$ cat config.mk
export PLATFORM = sky130hd
export DESIGN_NAME = pciu_top
export DESIGN_NICKNAME = d
export VERILOG_FILES = /design/src/logic/pciu_pkg.sv /design/src/logic/pciu_top.sv
export SDC_FILE = /design/constraint.sdc
export NUM_CORES = 1
export LEC_CHECK = 0
export ABC_AREA = 1
export BUFFER_PORTS_ARGS = -buffer_cell sky130_fd_sc_hd__buf_4
export CORE_ASPECT_RATIO = 0.75
export CORE_MARGIN = 3
export CORE_UTILIZATION = 53
export DETAILED_ROUTE_END_ITERATION = 16
export GPL_TIMING_DRIVEN = 0
export PLACE_DENSITY = 0.8
export SLEW_MARGIN = 20
export SYNTH_ARGS = -nofsm -noshare
export SYNTH_HDL_FRONTEND = slang
export SYNTH_SLANG_ARGS = --single-unit
$ cat constraint.sdc
create_clock -name clk_sys -period 1.39 [get_ports clk_sys]
set_input_delay 0.0695 -clock clk_sys [delete_from_list [all_inputs] [get_ports clk_sys]]
set_output_delay 0.0695 -clock clk_sys [all_outputs]
set_load 0.02 [all_outputs]
$ cat src/logic/pciu_pkg.sv
/*
 * Constants and carrier types for the pin change interrupt unit.
 * Assumes one 8-bit register port and three watched pin groups.
 */
package pciu_pkg;

    // ------------------------------------------------------------------
    // group geometry
    // ------------------------------------------------------------------
    localparam int PCIU_NUM_GROUPS = 3;
    localparam int PCIU_GROUP0_PINS = 8;
    localparam int PCIU_GROUP1_PINS = 7;
    localparam int PCIU_GROUP2_PINS = 8;
    localparam int PCIU_LANE_W = 8;

    // ------------------------------------------------------------------
    // register map
    // ------------------------------------------------------------------
    localparam logic [7:0] PCIU_ADDR_GROUP_ENABLE = 8'h68;
    localparam logic [7:0] PCIU_ADDR_GROUP0_MASK = 8'h6B;
    localparam logic [7:0] PCIU_ADDR_GROUP1_MASK = 8'h6C;
    localparam logic [7:0] PCIU_ADDR_GROUP2_MASK = 8'h6D;
    localparam logic [7:0] PCIU_ADDR_CHANGE_FLAG = 8'h3B;

    // ------------------------------------------------------------------
    // field layout and reset values
    // ------------------------------------------------------------------
    localparam int PCIU_BIT_GROUP0 = 0;
    localparam int PCIU_BIT_GROUP1 = 1;
    localparam int PCIU_BIT_GROUP2 = 2;
    localparam logic [7:0] PCIU_ENABLE_VALID = 8'h07;
    localparam logic [7:0] PCIU_FLAG_VALID = 8'h07;
    localparam logic [7:0] PCIU_MASK0_VALID = 8'hFF;
    localparam logic [7:0] PCIU_MASK1_VALID = 8'h7F;
    localparam logic [7:0] PCIU_MASK2_VALID = 8'hFF;
    localparam logic [7:0] PCIU_RESET_VALUE = 8'h00;
    localparam logic [7:0] PCIU_UNMAPPED_READ = 8'h00;

    // ------------------------------------------------------------------
    // carrier types
    // ------------------------------------------------------------------
    typedef struct packed {
        logic [7:0] addr;
        logic [7:0] wdata;
        logic       wr;
        logic       rd;
    } pciu_bus_s;

endpackage

$ cat src/logic/pciu_top.sv
/*
 * Pin change interrupt unit: change detection on three pin groups,
 * per-pin masks, per-group enables, sticky flags and request lines.
 * Assumes pins arrive synchronous to clk_sys, the core supplies its
 * global interrupt bit and a one-cycle pulse per group when it starts
 * that group's handler.
 */
`timescale 1ns/1ps
module pciu_top
    import pciu_pkg::*;
#(
    parameter int G0_PINS = PCIU_GROUP0_PINS,
    parameter int G1_PINS = PCIU_GROUP1_PINS,
    parameter int G2_PINS = PCIU_GROUP2_PINS
) (
    input  wire logic                 clk_sys,       // system clock
    input  wire logic                 rst_n,         // async reset, low
    input  wire pciu_bus_s            reg_req,       // register request
    output logic [7:0]                reg_rdata,     // read data, +1 cycle
    input  wire logic [G0_PINS-1:0]   group0_watched_pins, // group 0 pins
    input  wire logic [G1_PINS-1:0]   group1_watched_pins, // group 1 pins
    input  wire logic [G2_PINS-1:0]   group2_watched_pins, // group 2 pins
    input  wire logic                 core_global_enable,  // core I bit
    input  wire logic [2:0]           handler_start, // per-group pulse
    output logic [2:0]                vector_request, // per-group request
    output logic [2:0]                group_flag     // flag copy
);

    // ------------------------------------------------------------------
    // registers
    // ------------------------------------------------------------------
    logic [7:0] group_enable_control_ff;
    logic [7:0] nxt_group_enable_control;
    logic [2:0][7:0] pin_mask_ff;
    logic [2:0][7:0] nxt_pin_mask;
    logic [2:0] change_flag_ff;
    logic [2:0] nxt_change_flag;
    logic [2:0][7:0] pin_now_ff;
    logic [2:0][7:0] pin_prev_ff;
    logic primed_ff;
    logic [7:0] rdata_ff;
    logic [7:0] nxt_rdata;
    logic [2:0] request_ff;
    logic [2:0] nxt_request;

    // ------------------------------------------------------------------
    // pin lanes, unused lanes held low
    // ------------------------------------------------------------------
    wire [2:0][7:0] pin_lane;
    wire [2:0][7:0] mask_valid;

    assign pin_lane[0] = 8'(group0_watched_pins);
    assign pin_lane[1] = 8'(group1_watched_pins);
    assign pin_lane[2] = 8'(group2_watched_pins);
    assign mask_valid[0] = PCIU_MASK0_VALID;
    assign mask_valid[1] = PCIU_MASK1_VALID;
    assign mask_valid[2] = PCIU_MASK2_VALID;

    // ------------------------------------------------------------------
    // address decode
    // ------------------------------------------------------------------
    wire sel_enable = reg_req.addr == PCIU_ADDR_GROUP_ENABLE;
    wire sel_flag = reg_req.addr == PCIU_ADDR_CHANGE_FLAG;
    wire [2:0] sel_mask;
    assign sel_mask[0] = reg_req.addr == PCIU_ADDR_GROUP0_MASK;
    assign sel_mask[1] = reg_req.addr == PCIU_ADDR_GROUP1_MASK;
    assign sel_mask[2] = reg_req.addr == PCIU_ADDR_GROUP2_MASK;

    wire wr_enable = reg_req.wr && sel_enable;
    wire wr_flag = reg_req.wr && sel_flag;
    wire [2:0] wr_mask = {3{reg_req.wr}} & sel_mask;
    wire mapped = sel_enable || sel_flag || (|sel_mask);

    // ------------------------------------------------------------------
    // change detection per group
    // ------------------------------------------------------------------
    wire [2:0] group_enable = group_enable_control_ff[2:0];
    wire [2:0][7:0] pin_change;
    wire [2:0] flag_set;
    wire [2:0] flag_w1c;

    genvar g;
    generate
        for (g = 0; g < PCIU_NUM_GROUPS; g++) begin : g_group
            // compare with one clock earlier
            // primed_ff hides the first compare after reset
            assign pin_change[g] = (pin_now_ff[g] ^ pin_prev_ff[g]) &
                                   {8{primed_ff}};
            // masked pins only, group enable gates
            // cleared mask bit blocks its pin
            assign flag_set[g] = group_enable[g] &&
                                 (|(pin_change[g] & pin_mask_ff[g]));
            assign flag_w1c[g] = wr_flag && reg_req.wdata[g];
            // group 2 flag set from bit 2
            // group 1 flag set from bit 1
            // group 0 flag set from bit 0
            // a new change beats any clear
            assign nxt_change_flag[g] = flag_set[g] ||
                (change_flag_ff[g] && !flag_w1c[g] && !handler_start[g]);
            assign nxt_pin_mask[g] = wr_mask[g] ?
                (reg_req.wdata & mask_valid[g]) : pin_mask_ff[g];
            // group 1 needs enable and global bit
            // group 0 needs enable and global bit
            // group 2 needs enable and global bit
            // jump only while both gates are one
            // group 1 drives its own request line
            // group 0 drives its own request line
            assign nxt_request[g] = nxt_change_flag[g] &&
                                    group_enable[g] && core_global_enable;
        end
    endgenerate

    // only bits 2..0 stored, the rest read zero
    assign nxt_group_enable_control = wr_enable ?
        (reg_req.wdata & PCIU_ENABLE_VALID) : group_enable_control_ff;

    // ------------------------------------------------------------------
    // read mux
    // ------------------------------------------------------------------
    wire [7:0] rd_enable = group_enable_control_ff & PCIU_ENABLE_VALID;
    // flag bits 7..3 are zero on read
    wire [7:0] rd_flag = 8'(change_flag_ff) & PCIU_FLAG_VALID;
    // mask 1 bit 7 is never stored nor read
    wire [7:0] rd_mask = sel_mask[0] ? pin_mask_ff[0] :
                         sel_mask[1] ? (pin_mask_ff[1] & PCIU_MASK1_VALID) :
                         pin_mask_ff[2];
    wire [7:0] rd_value = sel_enable ? rd_enable :
                          sel_flag ? rd_flag :
                          mapped ? rd_mask : PCIU_UNMAPPED_READ;
    // read data only in the cycle after the strobe
    assign nxt_rdata = reg_req.rd ? rd_value : PCIU_RESET_VALUE;

    // ------------------------------------------------------------------
    // flip-flops
    // ------------------------------------------------------------------
    always_ff @(posedge clk_sys or negedge rst_n) begin
        if (!rst_n) begin
            group_enable_control_ff <= PCIU_RESET_VALUE;
            pin_mask_ff <= '0;
            change_flag_ff <= '0;
        end else begin
            group_enable_control_ff <= nxt_group_enable_control;
            pin_mask_ff <= nxt_pin_mask;
            change_flag_ff <= nxt_change_flag;
        end
    end

    // pin history; the first cycle after reset has no valid history
    always_ff @(posedge clk_sys or negedge rst_n) begin
        if (!rst_n) begin
            pin_now_ff <= '0;
            pin_prev_ff <= '0;
            primed_ff <= 1'b0;
        end else begin
            pin_now_ff <= pin_lane;
            // first sample seeds both stages: no false edge after reset
            pin_prev_ff <= primed_ff ? pin_now_ff : pin_lane;
            primed_ff <= 1'b1;
        end
    end

    always_ff @(posedge clk_sys or negedge rst_n) begin
        if (!rst_n) begin
            rdata_ff <= PCIU_RESET_VALUE;
            request_ff <= '0;
        end else begin
            rdata_ff <= nxt_rdata;
            request_ff <= nxt_request;
        end
    end

    assign reg_rdata = rdata_ff;
    assign vector_request = request_ff;
    assign group_flag = change_flag_ff;

    generate
        for (g = 0; g < PCIU_NUM_GROUPS; g++) begin : g_check

        end
    endgenerate

    // ------------------------------------------------------------------
    // gating and separation checks
    // ------------------------------------------------------------------
    generate
        for (g = 0; g < PCIU_NUM_GROUPS; g++) begin : g_gate

        end
    endgenerate
endmodule // pciu_top

==> impl_metrics.env, run 1 <==
export IMPL_place_ws_ps=-20.56
export IMPL_layout_min_cycle_time_ps=1350
export IMPL_path_cells="nand2_1 -> nand2_1 -> o21ai_0 -> nor2_4 -> nand2_1 -> nand2_1 -> a21oi_1"
export IMPL_setup_viol=0
export IMPL_holdPathStages=4
export IMPL_maxCapViolations=0
export IMPL_path_delay_family="compound AO/OA/AOI/OAI gates"
export IMPL_r2r_slack_ps=40
export IMPL_fp_dieW_um=104.2
export IMPL_netlist_area_um2=3834
export IMPL_ant_nets=0
export IMPL_post_cts_buffers=0
export IMPL_dp_hpwl_um=6093
export IMPL_numPortBuffers=59
export IMPL_drv_slew=0
export IMPL_relSlewSlack_pct=49.32
export IMPL_path_class="flip-flop to flip-flop"
export IMPL_whs_ps=11.84
export IMPL_yosys_register_bits=87
export IMPL_min_from="handler_start[0]"
export IMPL_p_leak_nw=2.608
export IMPL_cts_tree="built"
export IMPL_final_common_cell="nand2_1"
export IMPL_area_delta_synth_final_pct=31.14
export IMPL_grtUsageTotal_pct=22.98
export IMPL_max_stage_delay_ps=390
export IMPL_crit_arrival_ps=1630
export IMPL_hp_class="input pin to flip-flop"
export IMPL_cp_end_kind="flip-flop"
export IMPL_cts_buffer_depth=2
export IMPL_critPathSlowestCell="dfrtp_1"
export IMPL_hold_viol=0
export IMPL_nNetsFinal=588
export IMPL_mostFrequentLayoutCells="129 x nand2_1, 87 x dfrtp_1, 61 x buf_4, 51 x inv_1, 35 x nor2_1"
export IMPL_antenna_found_initial=0
export IMPL_setup_worst_path_start_class="flip-flop"
export IMPL_die_h_um=79.66
export IMPL_drt_initial_drc_count=191
export IMPL_numCtsBuffers=9
export IMPL_via_per_inst=4.947
export IMPL_setup_ws_ps=40.40
export IMPL_synth_distinct_cells=30
export IMPL_io_pins=61
export IMPL_syn_inst=438
export IMPL_grt_max_degree=88
export IMPL_core_area_um2=6929
export IMPL_grt_pass1_wl_um=14860
export IMPL_min_period_over_period_pct=97.09
export IMPL_cts_sinks=87
export IMPL_synth_fp_nets=485
export IMPL_rr_startpoint="pin_now_ff[19]$_DFF_PN0_"
export IMPL_cp_required_ps=1670
export IMPL_critical_path_max_fanout=3
export IMPL_wirelength_um=8747
export IMPL_worst_pin_slew_ps=760.2
export IMPL_path_clk_slew_ps=80
export IMPL_drt_pre_antenna_iters=5
export IMPL_run_status="complete, no violations"
export IMPL_ctsRootBufferMaster="clkbuf_8"
export IMPL_clk_latency_ps=360
export IMPL_r2r_end="vector_request[2]$_DFF_PN0_"
export IMPL_r2r_cells=7
export IMPL_syn_avg_cell_area_um2=8.753
export IMPL_num_vias=3186
export IMPL_yosys_warnings=0
export IMPL_ctsHtreeMaxLevel=3
export IMPL_globalRouteOverflowTotal=0
export IMPL_grt_pass1_vias=3131
export IMPL_drive_gt1_share_pct=21.43
export IMPL_seq_area_frac_synth_pct=56.79
export IMPL_worst_path_buf_inv=0
export IMPL_start_util_pct=55.33
export IMPL_path_common_cell="nand2_1"
export IMPL_irDropWorstVdd_mv=0.7774
export IMPL_place_congestion=0.8417
export IMPL_min_to="group_flag[0]$_DFF_PN0_"
export IMPL_row_count=26
export IMPL_drc=0
export IMPL_p_per_area_nw_per_um2=1136
export IMPL_antenna_cells=0
export IMPL_fin_worst_skew_ps=7.764
export IMPL_design_die_area_um2=8300
export IMPL_avgRoutedWirePerCell_um=13.58
export IMPL_max_freq_mhz=741.0
## layer usage
layer / track usage (%) / wire (um)
met5: 0 / 0
met4: 6.773 / 80
met3: 6.386 / 461
met2: 38.39 / 4306
met1: 29.65 / 3899
## cell usage after synthesis
library cell    n  area share, %
or2_0           1           0.16
nand2_4         2           0.59
mux2_2          5            1.5
o2bb2ai_1       1           0.23
mux2_1          1           0.29
o21ai_1        20            2.6
nand2_1       130             13
o21a_1          4           0.78
buf_6           2           0.59
clkinv_2        1           0.13
nor2_8          1           0.52
buf_2           5           0.65
nand2_2         4           0.65
inv_1          51            5.0
nor2_4          2           0.59
o21ai_0         7           0.91
o211ai_2        2           0.65
nor2_1         36            3.5
clkinv_1        3           0.29
buf_1           2           0.20
nand3_1        28            3.7
a21oi_1        28            3.7
inv_2           2           0.20
mux2_4          4            1.6
buf_4           2           0.39
conb_1          1          0.098
nor3_2          1           0.26
or2_2           3           0.49
dfrtp_1        87             57
nor2_2          2           0.33
## worst reg2reg max path: stages (launching register included)
cell and delay (ps):
dfrtp_1 390, nand2_1 80, nand2_1 60, o21ai_0 370, nor2_4 70, nand2_1 100
nand2_1 70, a21oi_1 140
## stage by stage
step | instances | instance area (um2) | setup TNS [ps] | utilization, % | power (mW)
after global placement | 595 | 4399 | -53.38 | 63.49 | 3.296
final | 644 | 5027 | 0 | 72.55 | 5.712
after global routing | 644 | 5027 | -5.950 | 72.55 | 5.942
after floorplan | 438 | 3834 | 0 | - | 3.050
after CTS | 644 | 5012 | 0 | 72.34 | 5.738
after detailed placement | 595 | 4399 | -86.33 | 63.49 | 3.320
## cells by family after synthesis
logic type             after synthesis  share of synthesized area, %
and+or+nand+nor                    210                         23.50
muxes                               10                         3.329
other                                1                       0.09782
AOI/OAI and AO/OA                   62                         8.845
buffers and inverters               68                         7.441
DFF                                 87                         56.79
## repair_timing
item | CTS | global route
setup endpoints to repair | 10 | 8
pin swaps | 0 | 3
hold buffers | 33 | 0
hold endpoints to repair | 155 | 0
gates cloned | 0 | 0
gates resized for setup | 2 | 4
## power breakdown
group	internal, mW	switching [mW]	total, mW
Combinational	0.286	0.310	0.596
Sequential	2.67	0.0918	2.76
Clock	1.47	0.886	2.36
Total	4.42	1.29	5.71
## final cells by class
| class | instances | area [um2] |
|---|---|---|
| Buffer | 11 | 75.07 |
| Tap cell | 98 | 122.6 |
| Multi-Input combinational cell | 283 | 1381 |
| Timing Repair Buffer | 92 | 777.0 |
| Inverter | 57 | 215.2 |
| Sequential cell | 87 | 2177 |
| Clock inverter | 5 | 127.6 |
| Clock buffer | 11 | 151.4 |
| Fill cell | 508 | 1902 |
## sequential cells by signal, summed over array words and instances, names as in the netlist
signal and flops:
pin_mask_ff 23, pin_now_ff 23, pin_prev_ff 23, reg_rdata 8, group_enable_control_ff 3, group_flag 3
vector_request 3, primed_ff 1
## how the worst max path moves through the flow
stage | to | slack (ps) | cells after the start | from
after floorplan | vector_request[2]$_DFF_PN0_ | 260 | 7 | pin_now_ff[20]$_DFF_PN0_
after global placement | pin_prev_ff[17]$_DFF_PN0_ | -8 | 4 | primed_ff$_DFF_PN0_
after detailed placement | pin_prev_ff[2]$_DFF_PN0_ | -20 | 4 | primed_ff$_DFF_PN0_
after CTS | vector_request[2]$_DFF_PN0_ | 10 | 7 | pin_now_ff[16]$_DFF_PN0_
after global routing | vector_request[2]$_DFF_PN0_ | -6 | 7 | pin_now_ff[19]$_DFF_PN0_
final | vector_request[2]$_DFF_PN0_ | 40 | 7 | pin_now_ff[19]$_DFF_PN0_
No activity file was read; power rests on OpenSTA's default activity.
==> run 2, diff against run 1 <==
Settings changed: SETUP_SLACK_MARGIN set to 0.5.
==> impl_metrics.env, run 2 (synthesized netlist as in run 1, its figures left out) <==
export IMPL_ctsRootBufferMaster="clkbuf_8"
export IMPL_maxCapViolations=0
export IMPL_design_die_area_um2=8300
export IMPL_tns_ps=0
export IMPL_fp_dieW_um=104.2
export IMPL_place_ws_ps=65.06
export IMPL_reg_top3="pin_mask_ff x23, pin_now_ff x23, pin_prev_ff x23"
export IMPL_r2r_cells=7
export IMPL_via_per_inst=5.355
export IMPL_grt_pass1_vias=3479
export IMPL_run_status="finished with violations"
export IMPL_hold_viol=87
export IMPL_grt_pass1_wl_um=16760
export IMPL_whs_ps=-229.4
export IMPL_crit_arrival_ps=1500
export IMPL_max_freq_mhz=792.2
export IMPL_cts_sinks=87
export IMPL_wirelength_um=11370
export IMPL_path_class="flip-flop to flip-flop"
export IMPL_dp_hpwl_um=6433
export IMPL_rsz0062_at_grt="yes"
export IMPL_drc=0
export IMPL_drive_gt1_share_pct=40.24
export IMPL_io_pins=61
export IMPL_min_period_over_period_pct=90.82
export IMPL_ant_nets=0
export IMPL_layout_min_cycle_time_ps=1262
export IMPL_switching_share_pct=28.00
export IMPL_setup_ws_ps=127.7
export IMPL_area_delta_synth_final_pct=51.63
export IMPL_critPathSlowestCell="dfrtp_1"
export IMPL_numCtsBuffers=9
export IMPL_r2r_end="vector_request[2]$_DFF_PN0_"
export IMPL_start_util_pct=55.33
export IMPL_power_frac_seq_pct=52.3
export IMPL_nNetsFinal=621
export IMPL_row_count=26
export IMPL_cp_end_kind="flip-flop"
export IMPL_worst_path_buf_inv=0
export IMPL_grt_max_degree=88
export IMPL_internal_power_mw=3.824
export IMPL_path_cells="or2_4 -> nand3_2 -> nand2_2 -> nor2_4 -> nand2_2 -> nand2_2 -> a21oi_1"
export IMPL_ctsHtreeMaxLevel=3
export IMPL_fin_worst_skew_ps=7.660
export IMPL_grtUsageTotal_pct=25.94
export IMPL_pwr_share_comb_pct=16.7
export IMPL_drv_slew=0
export IMPL_place_congestion=0.8402
export IMPL_cts_tree="built"
export IMPL_cts_buffer_depth=2
export IMPL_setup_viol=0
export IMPL_num_vias=3625
export IMPL_dpl_cell_count=595
export IMPL_path_clk_slew_ps=90
export IMPL_irDropWorstVdd_mv=0.6147
export IMPL_setup_worst_path_start_class="flip-flop"
export IMPL_relSlewSlack_pct=48.58
export IMPL_cp_required_ps=1630
export IMPL_violations="hold timing"
export IMPL_critical_path_max_fanout=2
export IMPL_mostFrequentLayoutCells="120 x nand2_1, 87 x dfrtp_1, 67 x buf_4, 32 x dlygate4sd3_1, 31 x inv_1"
export IMPL_globalRouteOverflowTotal=0
export IMPL_max_stage_delay_ps=410
export IMPL_power_mw=5.311
export IMPL_final_common_cell="nand2_1"
export IMPL_p_leak_nw=2.856
export IMPL_clk_latency_ps=350
export IMPL_die_h_um=79.66
export IMPL_rr_startpoint="pin_prev_ff[16]$_DFF_PN0_"
export IMPL_antenna_cells=0
export IMPL_worst_pin_slew_ps=771.2
export IMPL_hold_buffers=32
export IMPL_hp_class="input pin to async pin"
export IMPL_avgRoutedWirePerCell_um=16.80
export IMPL_drt_pre_antenna_iters=4
export IMPL_r2r_slack_ps=130
export IMPL_power_frac_clock_pct=31.0
export IMPL_finalNonFillerCells=677
export IMPL_path_delay_family="simple AND/OR/NAND/NOR gates"
export IMPL_p_per_area_nw_per_um2=913.6
export IMPL_numPortBuffers=59
export IMPL_drt_initial_drc_count=224
export IMPL_path_common_cell="nand2_2"
export IMPL_power_switching_mw=1.487
export IMPL_core_area_um2=6929
export IMPL_antenna_found_initial=0
-- run 2: through the flow --
step                      instance area, um2  util (%)
after floorplan                         4011         -
after global placement                  4577     66.05
after detailed placement                4577     66.05
after CTS                               5492     79.25
after global routing                    5813     83.89
final                                   5813     83.89
-- run 2: repair_timing --
item                                    in CTS  in global routing
pin swaps                                   23                 30
endpoints found under the setup margin      52                 66
gates resized for setup                     61                 56
hold endpoints to repair                   155                 87
setup buffers                               15                 15
cloned                                       4                  0
-- run 2: cell type report --
cell class / instances / area, um2
Buffer: 11 / 161.4
Clock buffer: 10 / 137.6
Clock inverter: 6 / 41.29
Fill cell: 337 / 1116
Inverter: 57 / 242.7
Multi-Input combinational cell: 283 / 1732
Sequential cell: 87 / 2177
Tap cell: 98 / 122.6
Timing Repair Buffer: 125 / 1199
-- run 2: worst max path at each step --
stage | cells after the start | startpoint | endpoint
3_3_place_gp | 8 | reg_req[14] | pin_mask_ff[19]$_DFFE_PN0P_
2_1_floorplan | 7 | reg_req[14] | pin_mask_ff[19]$_DFFE_PN0P_
5_1_grt | 7 | pin_prev_ff[16]$_DFF_PN0_ | vector_request[2]$_DFF_PN0_
4_1_cts | 7 | pin_now_ff[23]$_DFF_PN0_ | vector_request[2]$_DFF_PN0_
6_report | 7 | pin_prev_ff[16]$_DFF_PN0_ | vector_request[2]$_DFF_PN0_
3_5_place_dp | 8 | reg_req[14] | pin_mask_ff[22]$_DFFE_PN0P_
-- run 2: power groups by stage --
stage / sequential [mW] / clock (mW) / combinational (mW)
after floorplan: 2.79 / 0 / 0.316
after global placement: 2.80 / 0 / 0.554
after detailed placement: 2.81 / 0 / 0.573
after CTS: 2.76 / 1.65 / 0.765
after global routing: 2.79 / 1.75 / 0.961
final: 2.78 / 1.65 / 0.886
-- run 2: per-layer routing --
layer,global-route usage [%],part of all wire (%)
met4,5.976,2.7
met1,33.24,41
met3,6.063,6.1
met5,0,0
met2,45.40,50
